<file path="src/verilog/cef_pkg.sv">
// Constants for the emergency message and filter configuration block
package cef_pkg;
   // Object dictionary
   localparam logic [15:0] SPEED_INDEX = 16'h5200;
   localparam logic [7:0] SPEED_AXES = 8'h03;
   localparam logic [7:0] SUB_COUNT = 8'h00;
   localparam logic [7:0] SUB_X = 8'h01;
   localparam logic [7:0] SUB_Y = 8'h02;
   localparam logic [7:0] SUB_Z = 8'h03;
   localparam logic [15:0] SPEED_RESET = 16'h0000;
   // Filter selection encoding
   localparam logic FILT_COMPL = 1'h0;
   localparam logic FILT_KALMAN = 1'h1;
   localparam logic FILT_RESET = FILT_COMPL;
   // Network state codes for pre-operational and for the heartbeat state at reset
   localparam logic [7:0] NMT_PREOP = 8'h7F;
   localparam logic [7:0] NMT_RESET = 8'h00;
   // Emergency error codes
   localparam logic [15:0] EC_NO_ERROR = 16'h0000;
   localparam logic [15:0] EC_PASSIVE = 16'h8120;
   localparam logic [15:0] EC_BUSOFF = 16'h8140;
   localparam logic [15:0] EC_DEVICE = 16'hFF00;
   // Manufacturer bitfield positions
   localparam int MB_USER_LOAD = 1;
   localparam int MB_SEC_CRC = 3;
   localparam int MB_SEC_CAN = 4;
   localparam int MB_PASSIVE = 5;
   localparam int MB_BUSOFF = 6;
   localparam logic [7:0] MB_CLEAR = 8'h00;
   // Emergency frame layout, byte positions
   localparam int FB_CODE_LO = 0;
   localparam int FB_CODE_HI = 1;
   localparam int FB_ERR_REG = 2;
   localparam int FB_MFR = 3;
   localparam logic [31:0] FB_PAD = 32'h00000000;
   // Heartbeat timing
   localparam int CLK_KHZ = 40000;
   localparam int HB_PERIOD_MS = 100;
   localparam int HB_CYCLES = HB_PERIOD_MS * CLK_KHZ;
   // Sequencer states
   typedef enum logic [2:0] {
      ST_IDLE = 3'b001,
      ST_LOAD = 3'b010,
      ST_WAIT = 3'b100
   } cef_state_e;
endpackage

</file>
<file path="src/verilog/cef_top.sv">
// Emergency messages, speed inputs, filter selection and heartbeat
//
// What this block does
// Speed inputs feed the computation only while Kalman filter is active.
// Speed values take effect only when mapped into a receive PDO.
// Speed array sub-index zero is constant and reports three axes.
// Axes X, Y, Z are signed 16-bit, writable and receive-PDO mappable.
// Filter selection changes are accepted only in pre-operational state.
// New filter selection becomes active only after node reinitialisation.
// Filter code 0 is complementary (reset default), 1 is Kalman.
// Manufacturer field of each emergency message is one byte.
// Byte 2 of every emergency message holds the error register.
// Return to error-free sends code 0000h with bitfield zero.
// Entering error passive sends code 8120h with bitfield bit 5.
// Recovery from bus-off sends code 8140h with bitfield bit 6.
// Device faults send FF00h with cause in bitfield bit 1, 3 or 4.
// User settings load failure sets bitfield bit 1 under FF00h.
// Secondary processor CRC error sets bitfield bit 3 under FF00h.
// Secondary processor CAN error sets bitfield bit 4 under FF00h.
// Secondary processor errors only reported in category-3 safety builds.
// Frame: code low, code high, error register, bitfield, four zeros.
// Heartbeat reports the network state periodically.
// Emergency sent on appearance or full clearing, not while persisting.
`timescale 1ns/10ps
module cef_top
   import cef_pkg::*;
#(
   parameter int AXES = 3,
   parameter int HB_PERIOD_CYC = HB_CYCLES
)(
   // Clock and reset
   input wire logic clk,
   input wire logic reset,
   // Network management
   input wire logic [7:0] nmt_state,
   input wire logic node_reinit,
   // Filter selection access
   input wire logic filt_wr,
   input wire logic filt_wdata,
   output logic filt_wr_ack,
   output logic filt_wr_err,
   output logic filt_pending,
   output logic filt_active,
   // Receive PDO speed writes
   input wire logic [2:0] rpdo_map,
   input wire logic rpdo_wr,
   input wire logic [7:0] rpdo_sub,
   input wire logic [15:0] rpdo_data,
   // Object dictionary reads of the speed array
   input wire logic od_rd,
   input wire logic [7:0] od_sub,
   output logic od_rvalid,
   output logic od_rerr,
   output logic [15:0] od_rdata,
   // Speeds towards the inclination computation
   output logic speed_use,
   output logic [15:0] speed_x,
   output logic [15:0] speed_y,
   output logic [15:0] speed_z,
   // Error sources
   input wire logic [7:0] err_reg,
   input wire logic can_err_passive,
   input wire logic can_busoff_recovered,
   input wire logic user_load_fail,
   input wire logic sec_crc_err,
   input wire logic sec_can_err,
   input wire logic safety_cat3,
   // Emergency frame out
   output logic emcy_valid,
   input wire logic emcy_ready,
   output logic [63:0] emcy_data,
   // Heartbeat out
   output logic hb_pulse,
   output logic [7:0] hb_state
);
   generate
      if (AXES != 3) begin : g_bad_axes
         $error("cef_top serves exactly three speed axes");
      end
      if (HB_PERIOD_CYC < 2) begin : g_bad_hb
         $error("cef_top heartbeat period must be at least two cycles");
      end
   endgenerate

   // Sub-index to one-hot axis select
   function automatic logic [2:0] axis_sel(input logic [7:0] sub);
      logic [2:0] sel;
      sel = 3'b000;
      case (sub)
         SUB_X: sel = 3'b001;
         SUB_Y: sel = 3'b010;
         SUB_Z: sel = 3'b100;
         default: sel = 3'b000;
      endcase
      return sel;
   endfunction

   // Filter selection
   logic is_preop;
   logic filt_accept;
   logic filt_reject;

   assign is_preop = (nmt_state == NMT_PREOP);
   assign filt_accept = filt_wr && is_preop;
   assign filt_reject = filt_wr && !is_preop;

   always_ff @(posedge clk or posedge reset) begin
      if (reset) begin
         filt_pending <= FILT_RESET;
         filt_wr_ack <= 1'b0;
         filt_wr_err <= 1'b0;
      end else begin
         if (filt_accept) begin
            filt_pending <= filt_wdata;
         end
         filt_wr_ack <= filt_accept;
         filt_wr_err <= filt_reject;
      end
   end

   // Active algorithm only follows the pending value on reinit
   always_ff @(posedge clk or posedge reset) begin
      if (reset) begin
         filt_active <= FILT_RESET;
      end else if (node_reinit) begin
         filt_active <= filt_pending;
      end
   end

   // Speed inputs
   logic [2:0] wr_sel;
   logic [2:0] rd_sel;
   logic kalman_on;
   logic [15:0] speed_raw [0:2];

   assign wr_sel = rpdo_wr ?
      (axis_sel(rpdo_sub) & rpdo_map) : 3'b000;
   assign rd_sel = axis_sel(od_sub);
   assign kalman_on = (filt_active == FILT_KALMAN);

   genvar ax;
   generate
      for (ax = 0; ax < 3; ax++) begin : g_axis
         always_ff @(posedge clk or posedge reset) begin
            if (reset) begin
               speed_raw[ax] <= SPEED_RESET;
            end else if (wr_sel[ax]) begin
               speed_raw[ax] <= rpdo_data;
            end
         end
      end
   endgenerate

   // Speeds seen by the computation, zero unless Kalman is active
   always_ff @(posedge clk or posedge reset) begin
      if (reset) begin
         speed_use <= 1'b0;
         speed_x <= SPEED_RESET;
         speed_y <= SPEED_RESET;
         speed_z <= SPEED_RESET;
      end else begin
         speed_use <= kalman_on;
         speed_x <= kalman_on ? speed_raw[0] : SPEED_RESET;
         speed_y <= kalman_on ? speed_raw[1] : SPEED_RESET;
         speed_z <= kalman_on ? speed_raw[2] : SPEED_RESET;
      end
   end

   // Object dictionary read path
   logic rd_count;
   logic rd_hit;
   logic [15:0] next_rdata;

   assign rd_count = (od_sub == SUB_COUNT);
   assign rd_hit = rd_count || (rd_sel != 3'b000);
   assign next_rdata = rd_count ? {8'h00, SPEED_AXES} :
      rd_sel[0] ? speed_raw[0] :
      rd_sel[1] ? speed_raw[1] :
      rd_sel[2] ? speed_raw[2] : 16'h0000;

   always_ff @(posedge clk or posedge reset) begin
      if (reset) begin
         od_rvalid <= 1'b0;
         od_rerr <= 1'b0;
         od_rdata <= 16'h0000;
      end else begin
         od_rvalid <= od_rd && rd_hit;
         od_rerr <= od_rd && !rd_hit;
         if (od_rd) begin
            od_rdata <= next_rdata;
         end
      end
   end

   // Error condition levels and their previous values
   logic sec_crc_q;
   logic sec_can_q;
   logic [7:0] dev_bits;
   logic [7:0] dev_bits_d;
   logic passive_d;
   logic any_now;
   logic any_d;

   assign sec_crc_q = sec_crc_err && safety_cat3;
   assign sec_can_q = sec_can_err && safety_cat3;

   always_comb begin
      dev_bits = MB_CLEAR;
      dev_bits[MB_USER_LOAD] = user_load_fail;
      dev_bits[MB_SEC_CRC] = sec_crc_q;
      dev_bits[MB_SEC_CAN] = sec_can_q;
   end

   assign any_now = can_err_passive || (dev_bits != MB_CLEAR);

   always_ff @(posedge clk or posedge reset) begin
      if (reset) begin
         dev_bits_d <= MB_CLEAR;
         passive_d <= 1'b0;
         any_d <= 1'b0;
      end else begin
         dev_bits_d <= dev_bits;
         passive_d <= can_err_passive;
         any_d <= any_now;
      end
   end

   // Events: appearance of a condition, or all conditions gone
   logic ev_passive;
   logic ev_busoff;
   logic ev_dev;
   logic ev_clear;

   assign ev_passive = can_err_passive && !passive_d;
   assign ev_busoff = can_busoff_recovered;
   assign ev_dev = ((dev_bits & ~dev_bits_d) != MB_CLEAR);
   assign ev_clear = any_d && !any_now;

   // Pending message flags, set wins over clear
   logic pend_passive;
   logic pend_busoff;
   logic pend_dev;
   logic pend_clear;
   logic tx_busy;
   logic tx_load;
   logic [15:0] tx_code;
   logic [7:0] tx_mfr;
   logic take_passive;
   logic take_busoff;
   logic take_dev;
   logic take_clear;
   logic any_pend;
   cef_state_e state;
   cef_state_e next_state;

   // Fixed priority among pending messages
   assign take_passive = pend_passive;
   assign take_busoff = pend_busoff && !pend_passive;
   assign take_dev = pend_dev && !pend_passive && !pend_busoff;
   assign take_clear = pend_clear && !pend_passive && !pend_busoff &&
      !pend_dev;
   assign any_pend = pend_passive || pend_busoff || pend_dev || pend_clear;
   assign tx_load = (state == ST_LOAD);

   always_ff @(posedge clk or posedge reset) begin
      if (reset) begin
         pend_passive <= 1'b0;
         pend_busoff <= 1'b0;
         pend_dev <= 1'b0;
         pend_clear <= 1'b0;
      end else begin
         pend_passive <= ev_passive || (pend_passive &&
            !(tx_load && take_passive));
         pend_busoff <= ev_busoff || (pend_busoff &&
            !(tx_load && take_busoff));
         pend_dev <= ev_dev || (pend_dev && !(tx_load && take_dev));
         pend_clear <= ev_clear || (pend_clear &&
            !(tx_load && take_clear));
      end
   end

   // Message content for the chosen event
   always_comb begin
      tx_code = EC_NO_ERROR;
      tx_mfr = MB_CLEAR;
      if (take_passive) begin
         tx_code = EC_PASSIVE;
         tx_mfr[MB_PASSIVE] = 1'b1;
      end else if (take_busoff) begin
         tx_code = EC_BUSOFF;
         tx_mfr[MB_BUSOFF] = 1'b1;
      end else if (take_dev) begin
         tx_code = EC_DEVICE;
         tx_mfr = dev_bits;
      end
   end

   // Sequencer: wait for free frame holder, load, wait for hand-off
   always_comb begin
      case (state)
         ST_IDLE: next_state = (any_pend && !tx_busy) ? ST_LOAD : ST_IDLE;
         ST_LOAD: next_state = ST_WAIT;
         ST_WAIT: next_state = tx_busy ? ST_WAIT : ST_IDLE;
         default: next_state = ST_IDLE;
      endcase
   end

   always_ff @(posedge clk or posedge reset) begin
      if (reset) begin
         state <= ST_IDLE;
      end else begin
         state <= next_state;
      end
   end

   cef_emcy_tx u_emcy_tx (
      .clk(clk),
      .reset(reset),
      .load(tx_load),
      .code(tx_code),
      .err_reg(err_reg),
      .mfr(tx_mfr),
      .busy(tx_busy),
      .emcy_valid(emcy_valid),
      .emcy_ready(emcy_ready),
      .emcy_data(emcy_data)
   );

   // Heartbeat timer
   logic [31:0] hb_count;
   logic hb_wrap;

   assign hb_wrap = (hb_count == 32'(HB_PERIOD_CYC - 1));

   always_ff @(posedge clk or posedge reset) begin
      if (reset) begin
         hb_count <= 32'h00000000;
         hb_pulse <= 1'b0;
         hb_state <= NMT_RESET;
      end else begin
         hb_count <= hb_wrap ? 32'h00000000 : hb_count + 32'h00000001;
         hb_pulse <= hb_wrap;
         hb_state <= nmt_state;
      end
   end
endmodule

</file>
<file path="src/verilog/cef_emcy_tx.sv">
// Emergency frame holder with valid/ready hand-off
`timescale 1ns/10ps
module cef_emcy_tx
   import cef_pkg::*;
(
   // Clock and reset
   input wire logic clk,
   input wire logic reset,
   // Load side
   input wire logic load,
   input wire logic [15:0] code,
   input wire logic [7:0] err_reg,
   input wire logic [7:0] mfr,
   output logic busy,
   // Transmit side
   output logic emcy_valid,
   input wire logic emcy_ready,
   output logic [63:0] emcy_data
);
   logic [63:0] next_frame;

   // Code low, code high, error register, bitfield, four zero bytes
   assign next_frame = {FB_PAD, mfr, err_reg,
      code[15:8], code[7:0]};

   assign busy = emcy_valid;

   always_ff @(posedge clk or posedge reset) begin
      if (reset) begin
         emcy_valid <= 1'b0;
         emcy_data <= 64'h0000000000000000;
      end else if (load && !emcy_valid) begin
         emcy_valid <= 1'b1;
         emcy_data <= next_frame;
      end else if (emcy_valid && emcy_ready) begin
         emcy_valid <= 1'b0;
      end
   end
endmodule

</file>
<file path="config.mk">
export PLATFORM = sky130hd
export DESIGN_NAME = cef_top
export DESIGN_NICKNAME = d
export VERILOG_FILES = /design/src/verilog/cef_pkg.sv /design/src/verilog/cef_top.sv /design/src/verilog/cef_emcy_tx.sv
export SDC_FILE = /design/constraint.sdc
export NUM_CORES = 1
export LEC_CHECK = 0
export BUFFER_PORTS_ARGS = -buffer_cell sky130_fd_sc_hd__clkbuf_2
export CAP_MARGIN = 20
export CELL_PAD_IN_SITES_DETAIL_PLACEMENT = 1
export CELL_PAD_IN_SITES_GLOBAL_PLACEMENT = 2
export CORE_MARGIN = 2
export CORE_UTILIZATION = 34
export CTS_CLUSTER_DIAMETER = 100
export DETAILED_ROUTE_END_ITERATION = 10
export HOLD_SLACK_MARGIN = 0.1
export PLACE_DENSITY_LB_ADDON = 0.05
export SKIP_LAST_GASP = 1
export SYNTH_ARGS = -nofsm -noshare
export SYNTH_HDL_FRONTEND = slang
export SYNTH_SLANG_ARGS = --single-unit
</file>
<file path="constraint.sdc">
create_clock -name clk -period 8.65 [get_ports clk]
set_input_delay 2.595 -clock clk [delete_from_list [all_inputs] [get_ports clk]]
set_output_delay 2.595 -clock clk [all_outputs]
set_load 0.05 [all_outputs]
</file>
# [Yosys cells after proc, flatten, opt, wreduce, memory -nomap -nowiden]
# Index checks and enable logic that the tools add are counted.
[totals] reg_bits=205 inputBits=65 word_cells=118
[classes] add_sub_neg=1 n_eq_ne=11 mux=25 bitwise=3 n_reduce_logical=51
[op_table] cell="2-to-1 mux 16 bit" count=10
[op_table] cell="adder 32 x 1 -> 32 bit, second input constant" count=1
[op_table] cell="== test 32 x 22 -> 1 bit, second input constant" count=1
[op_table] cell="== test 8 x 2 -> 1 bit, second input constant" count=4
[op_table] cell="2-to-1 mux 32 bit" count=1
[op_table] cell="one-hot mux 3 bit (3 select lines)" count=3
[op_table] cell="logical AND 1 bit" count=25
[op_table] cell="== test 8 x 1 -> 1 bit, second input constant" count=2
[op_table] cell="nonzero test 8 bit" count=2
[op_table] cell="logical NOT 1 bit" count=12
[op_table] cell="2-to-1 mux 5 bit" count=2
[op_table] cell="logical OR 1 bit" count=9
[op_table] cell="bitwise AND 5 x 8 -> 8 bit" count=1
[op_table] cell="== test 8 x 7 -> 1 bit, second input constant" count=1
[op_table] cell="logical NOT 8 bit" count=1
[op_table] cell="NOT 5 -> 8 bit" count=1
[op_table] cell="2-to-1 mux 3 bit" count=2
[op_table] cell="2-to-1 mux 6 bit" count=1
[op_table] cell="2-to-1 mux 1 bit" count=4
[op_table] cell="2-to-1 mux 2 bit" count=2
[op_table] cell="bitwise AND 3 bit" count=1
[op_table] cell="== test 3 x 1 -> 1 bit, second input constant" count=1
[op_table] cell="== test 3 x 2 -> 1 bit, second input constant" count=1
[op_table] cell="== test 3 bit, second input constant" count=1
[op_table] cell="2 further kinds" count=2

# [Depth between registers and ports, before layout]
# Gate-level depths: netlist of run 1.
[depth] ltp_word=8 mapped_depth=6 mapped_depth_nobuf=5

# [Hierarchy]
# A second synthesis of run 1 with hierarchy kept.
[unflattened] hier_cells=652 area_unflattened_um2=8469.4
[modules_own_cells] module="cef_top" instances=1 cells_each=545 area_each_um2=6829.0
[modules_own_cells] module="cef_emcy_tx" instances=1 cells_each=107 area_each_um2=1640.3

# [Least setup slack after synthesis of run 1]
# Ideal clock, no wire load.
[synth_timing] path_type="input to register" startpoint="input port rpdo_sub[4]" endpoint="register speed_raw[39] in the netlist's numbering" setup_time_ns=0.127 t_arrival_ns=4.163 required_ns=8.523 path_slack_ns=4.360 stages=5 cell_sequence="or4b_4 > nor4_4 > nand4b_4 > buf_6 > mux2_1"
[synth_via] elab_chain_cells=4 word_cells_on_any_way=6 cone_classes="3 x eq/ne; 2 x mux; 1 x bitwise"
[synth_lines] item="start, declared" line="cef_top.sv:47" text="input wire logic [7:0] rpdo_sub,"
[synth_lines] item="== test 8 x 2 -> 1 bit / == test 8 x 1 -> 1 bit (equally long branches)" line="cef_top.sv:89" text="case (sub)"
[synth_lines] item="one-hot mux 3 bit (3 select lines) *" line="cef_top.sv:89"
[synth_lines] item="bitwise AND 3 bit *" line="cef_top.sv:137" text="(axis_sel(rpdo_sub) & rpdo_map) : 3'b000;"
[synth_lines] item="2-to-1 mux 3 bit *" line="cef_top.sv:136" text="assign wr_sel = rpdo_wr ?"
[synth_lines] item="end signal, assigned by index" line="cef_top.sv:148" text="speed_raw[ax] <= rpdo_data;"
[synth_lines] item="end, declared" line="cef_top.sv:134" text="logic [15:0] speed_raw [0:2];"
# Every way passes the cells marked *; elsewhere a longest branch is shown, timed or not.
# A chain may end at the register's enable or synchronous reset.

# [Worst setup path after layout of run 1]
[layout_timing] startpoint="input port od_sub[3]" endpoint="register od_rdata[12]"
[layout_via] elab_chain_cells=6 word_cells_on_any_way=9 cone_classes="3 x eq/ne; 5 x mux; 1 x reduce/logical"
[layout_lines] item="start, declared" line="cef_top.sv:51" text="input wire logic [7:0] od_sub,"
[layout_lines] item="== test 8 x 2 -> 1 bit / == test 8 x 1 -> 1 bit (equally long branches)" line="cef_top.sv:89"
[layout_lines] item="one-hot mux 3 bit (3 select lines)" line="cef_top.sv:89"
[layout_lines] item="2-to-1 mux 16 bit" line="cef_top.sv:179" text="rd_sel[2] ? speed_raw[2] : 16'h0000;"
[layout_lines] item="2-to-1 mux 16 bit" line="cef_top.sv:178" text="rd_sel[1] ? speed_raw[1] :"
[layout_lines] item="2-to-1 mux 16 bit" line="cef_top.sv:177" text="rd_sel[0] ? speed_raw[0] :"
[layout_lines] item="2-to-1 mux 16 bit *" line="cef_top.sv:176" text="assign next_rdata = rd_count ? {8'h00, SPEED_AXES} :"
[layout_lines] item="end signal, assigned" line="cef_top.sv:190" text="od_rdata <= next_rdata;"
[layout_lines] item="end, declared" line="cef_top.sv:54" text="output logic [15:0] od_rdata,"
# Marks and branches as above.

==> summary.md, run 1 <==
| Metric | Value |
|---|---|
| Status | `completed` |
| Power density over cell area | `222.2 nW/µm²` |
| Busiest layer in global routing | `met2` |
| Initial Util | `0.3472` |
| Crit path max-delay cell type | `or4_1` |
| HPWL Detailed | `13.22 mm` |
| Worst reg-to-reg path cell count | `4` |
| YS warnings | `0` |
| DR pass1 iterations | `4` |
| Vias in the first global route | `5625` |
| Nets | `873` |
| Max Slew Vio Count | `0` |
| Dominant cell by count in the synthesized netlist | `dfrtp_1` |
| Worst EP arrival | `about 4600 ps` |
| Die ar. | `24350 µm²` |
| FF-to-FF Start | `hb_count[11]` |
| Final Worst Setup Slack | `4384 ps` |
| Hold Startpoint | `passive_d` |
| Initial DRC Count | `177` |
| Initial antenna violation count | `0` |
| Slew headroom | `0.3330` |
| Grt ovf | `0` |
| CTS Buf Count | `17` |
| Max H-tree Level | `4` |
| Largest area contributor in the synthesized netlist | `dfrtp_1` |
| Synth Area in XOR/XNOR | `0.02563` |
| Synth top area cells | `dfrtp_1 60%, mux2_2 6.7%, buf_4 4.7%` |
| First-pass GRT wire length | `31.11 mm` |
| Cell Area, Synth | `7860 µm²` |
| Routed WL per cell | `17.64 µm` |
| Final setup viols | `0` |
| GRT Total Usage | `0.1664` |
| Met3 Usage GRT | `0.04722` |
| Routability Congestion | `about 0.75` |
| Synth Area in Compound Gates | `0.05380` |
| Total power | `0.002075 W` |
| Critical Path RT | `9000 ps` |
| Worst vdd ir | `0.0001263 V` |
| IO buf count | `168` |
| Hold path cells | `1` |
| CP endpoint kind | `register` |
| Seq/Total Area, Yosys | `0.5987` |
| Share of cells above drive strength 1 | `0.3260` |
| I/O pins | `210` |
| Clock latency on the worst-skew pair | `430 ps` |
| Share of the synthesized area in the top cell type | `0.5954` |
| Asr flop ratio synth | `1.000` |
| Synth top cells by count | `187 x dfrtp_1, 52 x and2_1, 50 x nand2_1` |
| Clock Tree Root | `clkbuf_16` |
| # clock sinks | `188` |
| Simple-gate portion of the synthesized area | `0.1714` |
| Hold EP | `pend_passive` |
| Setup TNS | `0 ps` |
| CTS tree | `built` |
| Main synth FF type | `dfrtp_1` |
| Final period util | `0.4932` |
| Largest net degree at the start of global routing | `105` |
| Dpl ws | `3567 ps` |
| Clock Tree Buf Depth | `2` |
| Clk_skew | `10.20 ps` |
| Post_cts resized | `0` |
| Hold Buf Count CTS | `0` |
| Final WL | `between 15 and 20 mm` |
| Crit Path Class | `in -> reg` |
| Via count | `between 5000 and 6000` |
| RSZ-0062 raised after global routing | `no` |
| Via density | `4.770` |
| Core ar. | `22640 µm²` |
| Final Hold Fails | `0` |
| Reg2Reg Setup Slack | `6520 ps` |
| Clock transition at the registers of the reported paths | `70 ps` |
| Post-route minimum period | `4266 ps` |
| Worst-margin pin slew | `992.2 ps` |
| Met1 Track Usage GR | `0.2026` |
| Main combinational cell family by area after synthesis | `simple AND/OR/NAND/NOR gates` |
| P&R area growth vs syn | `18.82%` |
| # DRC | `0` |
| FF+latch count, synth | `188` |
| Width of the die | `156.0 µm` |
| Routed Antenna Nets | `0` |
| Worst Path Max Fanout | `15` |
| Number of synthesized flops with an enable pin | `0` |
| Mux cell area share after synthesis | `0.07418` |
| Count of cell types in the netlist | `52` |
| Worst setup SP type | `primary input` |
| R2R Path End | `hb_count[21]` |
| Hold Path Class | `reg -> reg` |
| Max_cap viols | `0` |
| Mapped Avg Cell Area | `12.09 µm²` |
| Num rows | `55` |
| CP cell instances | `clkbuf_2, or4_1, nor3_1, o211ai_1, buf_4, o22ai_1` |
| Leakage power | `4.721 nW` |
| Fmax | `0.2344 GHz` |
| Met2 Use GR | `0.2868` |
| Max stage delay on crit path | `approximately 800 ps` |
| Synth Area in Adders | `0.001592` |
| Cells after synthesis | `650` |
| Post-CTS Setup Repair Bufs | `0` |
| Die Y | `156.0 µm` |
-- report_power, final --
group	switching [W]	internal, W	leakage [nW]
Sequential	0.0000359	0.000929	2.53
Combinational	0.000289	0.0000742	1.93
Clock	0.000369	0.000378	0.259
-- metal layers --
layer / up-vias / share of wire
li1: 2472 / -
met1: 2656 / 0.43
met2: 124 / 0.50
met3: 19 / 0.051
met4: 0 / 0.016
met5: - / 0
-- sequential cells by signal, summed over array words and instances (netlist names), 3 cells and up --
name and flops:
dev_bits_d 3, speed_raw 48, speed_x 16, od_rdata 16, u_emcy_tx.emcy_data 15, speed_z 16
hb_count 32, state 3, speed_y 16, hb_state 8
-- how the worst max path moves through the flow --
stage,from,endpoint,slack (ps),depth (start not counted)
4_1_cts,od_sub[3],od_rdata[13],3990,5
6_report,od_sub[3],od_rdata[12],4380,6
3_3_place_gp,od_sub[3],od_rdata[2],3810,5
3_5_place_dp,od_sub[3],od_rdata[14],3570,5
2_1_floorplan,reset,any_d,940,1
5_1_grt,od_sub[3],od_rdata[10],4190,6
-- cell usage in the layout, fill, tap and decap left out, types with 5 or more instances in the layout --
cell / instances
a21oi_1: 7
a32oi_1: 14
and2_1: 52
clkbuf_16: 17
clkbuf_2: 168
conb_1: 41
dfrtp_1: 187
inv_1: 24
inv_6: 5
mux2_2: 47
nand2_1: 50
nand2b_1: 18
nand3_1: 15
nand4_1: 13
nor2_1: 14
o21ai_0: 15
o22ai_1: 15
o31ai_1: 6
or4_1: 20
xnor2_1: 17
xor2_1: 6
-- critical path, delay by kind of cell --
family                 cells  cell delay (ps)
buffers and inverters      2              320
AOI/OAI and AO/OA          2              390
and+or+nand+nor            2             1310
-- stage by stage --
step	instances	util	hold slack (ps)	instance area, µm²
global placement	1071	0.3865	409.9	8751
detailed placement	1071	0.3865	440.2	8751
floorplan	690	-	399.6	8010
CTS	1102	0.4108	452.9	9301
finish	1105	0.4125	440.4	9339
global route	1104	0.4124	473.3	9336
-- logic make-up after synthesis --
family,count (synthesis)
fa+ha+maj,1
simple gates,222
xor+xnor,23
compound gates,63
other cells,1
buf+inv,100
flops,188
mux,52
-- final cells by class --
class,instances,area (µm²)
fill,2476,13300
sequential,188,4706
multi-input combinational,402,2724
timing repair buffer,173,898.4
clock buffer,17,425.4
tap,285,356.6
clock inverter,14,125.1
inverter,25,101.3
antenna,1,2.502
Power figures use the tool's default switching activity.
==> inputs of run 2 (changes only) <==
--- a/config.mk
+++ b/config.mk
@@ -5,12 +5,13 @@
 export SDC_FILE = /design/constraint.sdc
 export NUM_CORES = 1
 export LEC_CHECK = 0
+export ABC_AREA = 1
 export BUFFER_PORTS_ARGS = -buffer_cell sky130_fd_sc_hd__clkbuf_2
 export CAP_MARGIN = 20
 export CELL_PAD_IN_SITES_DETAIL_PLACEMENT = 1
 export CELL_PAD_IN_SITES_GLOBAL_PLACEMENT = 2
 export CORE_MARGIN = 2
-export CORE_UTILIZATION = 34
+export CORE_UTILIZATION = 28
 export CTS_CLUSTER_DIAMETER = 100
 export DETAILED_ROUTE_END_ITERATION = 10
 export HOLD_SLACK_MARGIN = 0.1
==> constraint.sdc (replaced) <==
create_clock -name clk -period 3.5 [get_ports clk]
set_input_delay 1.05 -clock clk [delete_from_list [all_inputs] [get_ports clk]]
set_output_delay 1.05 -clock clk [all_outputs]
set_load 0.05 [all_outputs]
==> run 2 against run 1 <==
Critical endpoint is now emcy_data[14]. Non-clock buffer count rose by 10. Register-to-register slack got worse by 4900 ps. Critical path depth shrank 5. Largest power group unchanged. Cell area rose by 8.9%.
==> summary.md, run 2 <==
| Metric | Value |
|---|---|
| # DRC | `0 (unchanged)` |
| First-pass GRT wire length | `39.00 mm (was 31.11 mm)` |
| Final WL | `24.40 mm (was 19.49 mm)` |
| Share of the synthesized area in the top cell type | `0.5560 (was 0.5954)` |
| Biggest regs | `speed_raw (48), hb_count (32) (unchanged)` |
| GRT Total Usage | `0.1623 (was 0.1664)` |
| P_sw | `0.001791 W (was 0.0006939 W)` |
| Max reg flops | `48 (unchanged)` |
| Worst setup SP type | `register (was primary input)` |
| Count of cell types in the netlist | `33 (was 52)` |
| Die ar. | `31460 µm² (was 24350 µm²)` |
| Crit path max-delay cell type | `dfrtp_1 (was or4_1)` |
| Routability Congestion | `0.7321 (was 0.7486)` |
| Most flops, register | `speed_raw (unchanged)` |
| Num rows | `63 (was 55)` |
| Post-route minimum period | `2245 ps` |
| Die Y | `177.4 µm (was 156.0 µm)` |
| Multi-input gate area | `2918 µm² (was 2724 µm²)` |
| Mapped Avg Cell Area | `8.220 µm² (was 12.09 µm²)` |
| IO buf count | `168 (unchanged)` |
| Leakage power | `5.799 nW (was 4.721 nW)` |
| Fmax | `between 0.4 and 0.5 GHz` |
| Grt ovf | `0 (unchanged)` |
| CTS tree | `built (unchanged)` |
| Worst Path Max Fanout | `7 (was 15)` |
| CP cell instances | `clkbuf_2 (was clkbuf_2, or4_1, nor3_1, o211ai_1, buf_4, o22ai_1)` |
| Status | `completed (unchanged)` |
| Mux cell area share after synthesis | `0 (was 0.07418)` |
| Internal power | `0.003675 W (was 0.001381 W)` |
| Routed Antenna Nets | `0 (unchanged)` |
| Largest area contributor in the synthesized netlist | `dfrtp_1 (unchanged)` |
| Nets | `1253 (was 873)` |
| Ant. Diodes | `0 (was 1)` |
| Clock latency on the worst-skew pair | `440 ps (was 430 ps)` |
| Critical Path RT | `2450 ps (was 9000 ps)` |
| Met3 Usage GRT | `0.03256 (was 0.04722)` |
| Final setup viols | `0 (unchanged)` |
| FF-to-FF Start | `hb_count[0] (was hb_count[11])` |
| Net Sw Frac | `0.3277 (was 0.3344)` |
| I/O pins | `210 (unchanged)` |
| Slew headroom | `0.5833 (was 0.3330)` |
| Power density over cell area | `537.6 nW/µm² (was 222.2 nW/µm²)` |
| Most frequent cells in the layout | `343 x nand2_1, 186 x dfrtp_1, 168 x clkbuf_2 (was 187 x dfrtp_1, 168 x clkbuf_2, 52 x and2_1)` |
| WP buf/inv | `1 (was 2)` |
| Post_cts resized | `0 (unchanged)` |
| Final period util | `0.6415` |
| FF+latch count, synth | `188 (unchanged)` |
| Worst EP arrival | `1200 ps (was 4620 ps)` |
| Asr flop ratio synth | `1.000 (unchanged)` |
| Clock share of power | `0.378 (was 0.360)` |
| Max stage delay on crit path | `440 ps (was 810 ps)` |
| Share of cells above drive strength 1 | `0.1868 (was 0.3260)` |
| Post-CTS Setup Repair Bufs | `0 (unchanged)` |
| Setup TNS | `0 ps (unchanged)` |
| Worst-margin pin slew | `625.0 ps (was 992.2 ps)` |
| Initial DRC Count | `369 (was 177)` |
| Cell Area, Synth | `8417 µm² (was 7860 µm²)` |
| Total power | `0.005466 W (was 0.002075 W)` |
| Design area | `10170 µm² (was 9339 µm²)` |
| Hold Startpoint | `passive_d (unchanged)` |
| Max H-tree Level | `4 (unchanged)` |
| Worst vdd ir | `0.0003354 V (was 0.0001263 V)` |
| Clock Tree Root | `clkbuf_16 (unchanged)` |
| Worst hold margin | `431.2 ps (was 440.4 ps)` |
| Cells after synthesis | `1024 (was 650)` |
| HPWL Detailed | `18.42 mm (was 13.22 mm)` |
| Met2 Use GR | `0.2659 (was 0.2868)` |
| Combinational power share | `0.186 (was 0.175)` |
| Vias in the first global route | `6926 (was 5625)` |
| Max_cap viols | `0 (unchanged)` |
| Clock transition at the registers of the reported paths | `80 ps (was 70 ps)` |
| Simple-gate portion of the synthesized area | `0.3001 (was 0.1714)` |
| Main combinational cell family by area after synthesis | `simple AND/OR/NAND/NOR gates (unchanged)` |
| Max Slew Vio Count | `0 (unchanged)` |
| Hold Path Class | `reg -> reg (unchanged)` |
| Critical path's top delay family | `flip-flops (was simple AND/OR/NAND/NOR gates)` |
| Synth Area in Adders | `0.001487 (was 0.001592)` |
| Synth Area in Compound Gates | `0.01323 (was 0.05380)` |
| Sequential fraction of design power | `0.437 (was 0.465)` |
| RSZ-0062 raised after global routing | `no (unchanged)` |
| CP endpoint kind | `output pin (was register)` |
| Via count | `6742 (was 5271)` |
| Width of the die | `177.4 µm (was 156.0 µm)` |
| Seq/Total Area, Yosys | `0.5591 (was 0.5987)` |
| Routed WL per cell | `15.35 µm (was 17.64 µm)` |
| Core ar. | `29640 µm² (was 22640 µm²)` |
| Initial Util | `0.2840 (was 0.3472)` |
| Busiest layer in global routing | `met2 (unchanged)` |
| Via density | `4.243 (was 4.770)` |
| Register area | `4707 µm² (was 4706 µm²)` |
| Fill cells | `3647 (was 2476)` |
| Clk_skew | `11.51 ps (was 10.20 ps)` |
| Placed Area | `9554 µm² (was 8751 µm²)` |
| Final Util | `0.3431 (was 0.4125)` |
| Final Hold Fails | `0 (unchanged)` |
| Initial antenna violation count | `0 (unchanged)` |
| Clock Tree Buf Depth | `2 (unchanged)` |
| # clock sinks | `188 (unchanged)` |
| Number of synthesized flops with an enable pin | `0 (unchanged)` |
| Synth top area cells | `dfrtp_1 56%, nand2_1 15%, nand3_1 7.9% (was dfrtp_1 60%, mux2_2 6.7%, buf_4 4.7%)` |
| Hold Buf Count CTS | `0 (unchanged)` |
| Synth Area in XOR/XNOR | `0.01353 (was 0.02563)` |
| Met1 Track Usage GR | `0.2193 (was 0.2026)` |
| P&R area growth vs syn | `20.81% (was 18.82%)` |
| Most common cell after layout, fill and taps aside | `nand2_1 (was dfrtp_1)` |
| Dominant cell by count in the synthesized netlist | `nand2_1 (was dfrtp_1)` |
| CP startpoint | `u_emcy_tx.emcy_data[14] (was od_sub[3])` |
| Main synth FF type | `dfrtp_1 (unchanged)` |
| Synth top cells by count | `343 x nand2_1, 187 x dfrtp_1, 133 x nand3_1 (was 187 x dfrtp_1, 52 x and2_1, 50 x nand2_1)` |
| YS warnings | `0 (unchanged)` |
| Crit Path Class | `reg -> out (was in -> reg)` |
| DR pass1 iterations | `4 (unchanged)` |
| Largest net degree at the start of global routing | `59 (was 105)` |
| CTS Buf Count | `17 (unchanged)` |
[run 2: changes by cell type after synthesis, moves of 6 or more]
cell      change
mux2_2       -47
inv_1        +93
nand2_1     +293
or4_1        -20
o22ai_1      -14
a32oi_1      -14
nand4_1       -8
buf_2        +12
nor2_1       +89
and2_1       -51
nand2b_1     -18
nand3_1     +118
xnor2_1      -13
o31ai_1       -6
[run 2: kinds of logic after synthesis]
kind of cell | Yosys count
simple gates | 603
fa+ha+maj | 1
flops | 188
compound gates | 20
xor+xnor | 13
other cells | 1
buf+inv | 198
[run 2: area by class of cell]
| cell class | count | area share |
|---|---|---|
| flip-flops and latches | 188 | 0.4629 |
| repair buffers | 183 | 0.09745 |
| well taps | 390 | 0.04799 |
| clock buffers | 20 | 0.04491 |
| clock inverters | 11 | 0.01550 |
| inverters | 119 | 0.04430 |
| multi-input cells | 678 | 0.2869 |
[run 2: per-stage QoR]
step / worst slack [ps] / cells
after CTS: 1217 / 1589
after floorplan: 30.33 / 1064
after global routing: 1174 / 1589
final: 1255 / 1589
after global placement: 1013 / 1558
after detailed placement: 983.9 / 1558
[run 2: power by group through the flow]
stage | registers (W) | logic [W] | clock network (W)
CTS | 0.00239 | 0.00104 | 0.00214
finish | 0.00239 | 0.00101 | 0.00206
floorplan | 0.00275 | 0.000484 | 0
detailed placement | 0.00243 | 0.00104 | 0
global placement | 0.00243 | 0.00103 | 0
global route | 0.00240 | 0.00111 | 0.00223
[run 2: final timing paths]
| path | end | slack (ps) | cells past startpoint |
|---|---|---|---|
| max | emcy_data[14] | 1250 | 1 |
| min | pend_passive | 430 | 1 |
| max reg2reg | hb_count[10] | 1670 | 6 |
| min reg2reg | pend_passive | 430 | 1 |
| max in group asynchronous | speed_raw[23] | 2200 | 3 |
| min in group asynchronous | od_rvalid | 630 | 2 |
[run 2: routing by layer]
metal | share of wire | vias up
met5 | 0 | -
met4 | 0.011 | 0
met3 | 0.030 | 12
met2 | 0.48 | 109
met1 | 0.48 | 3245
li1 | - | 3376
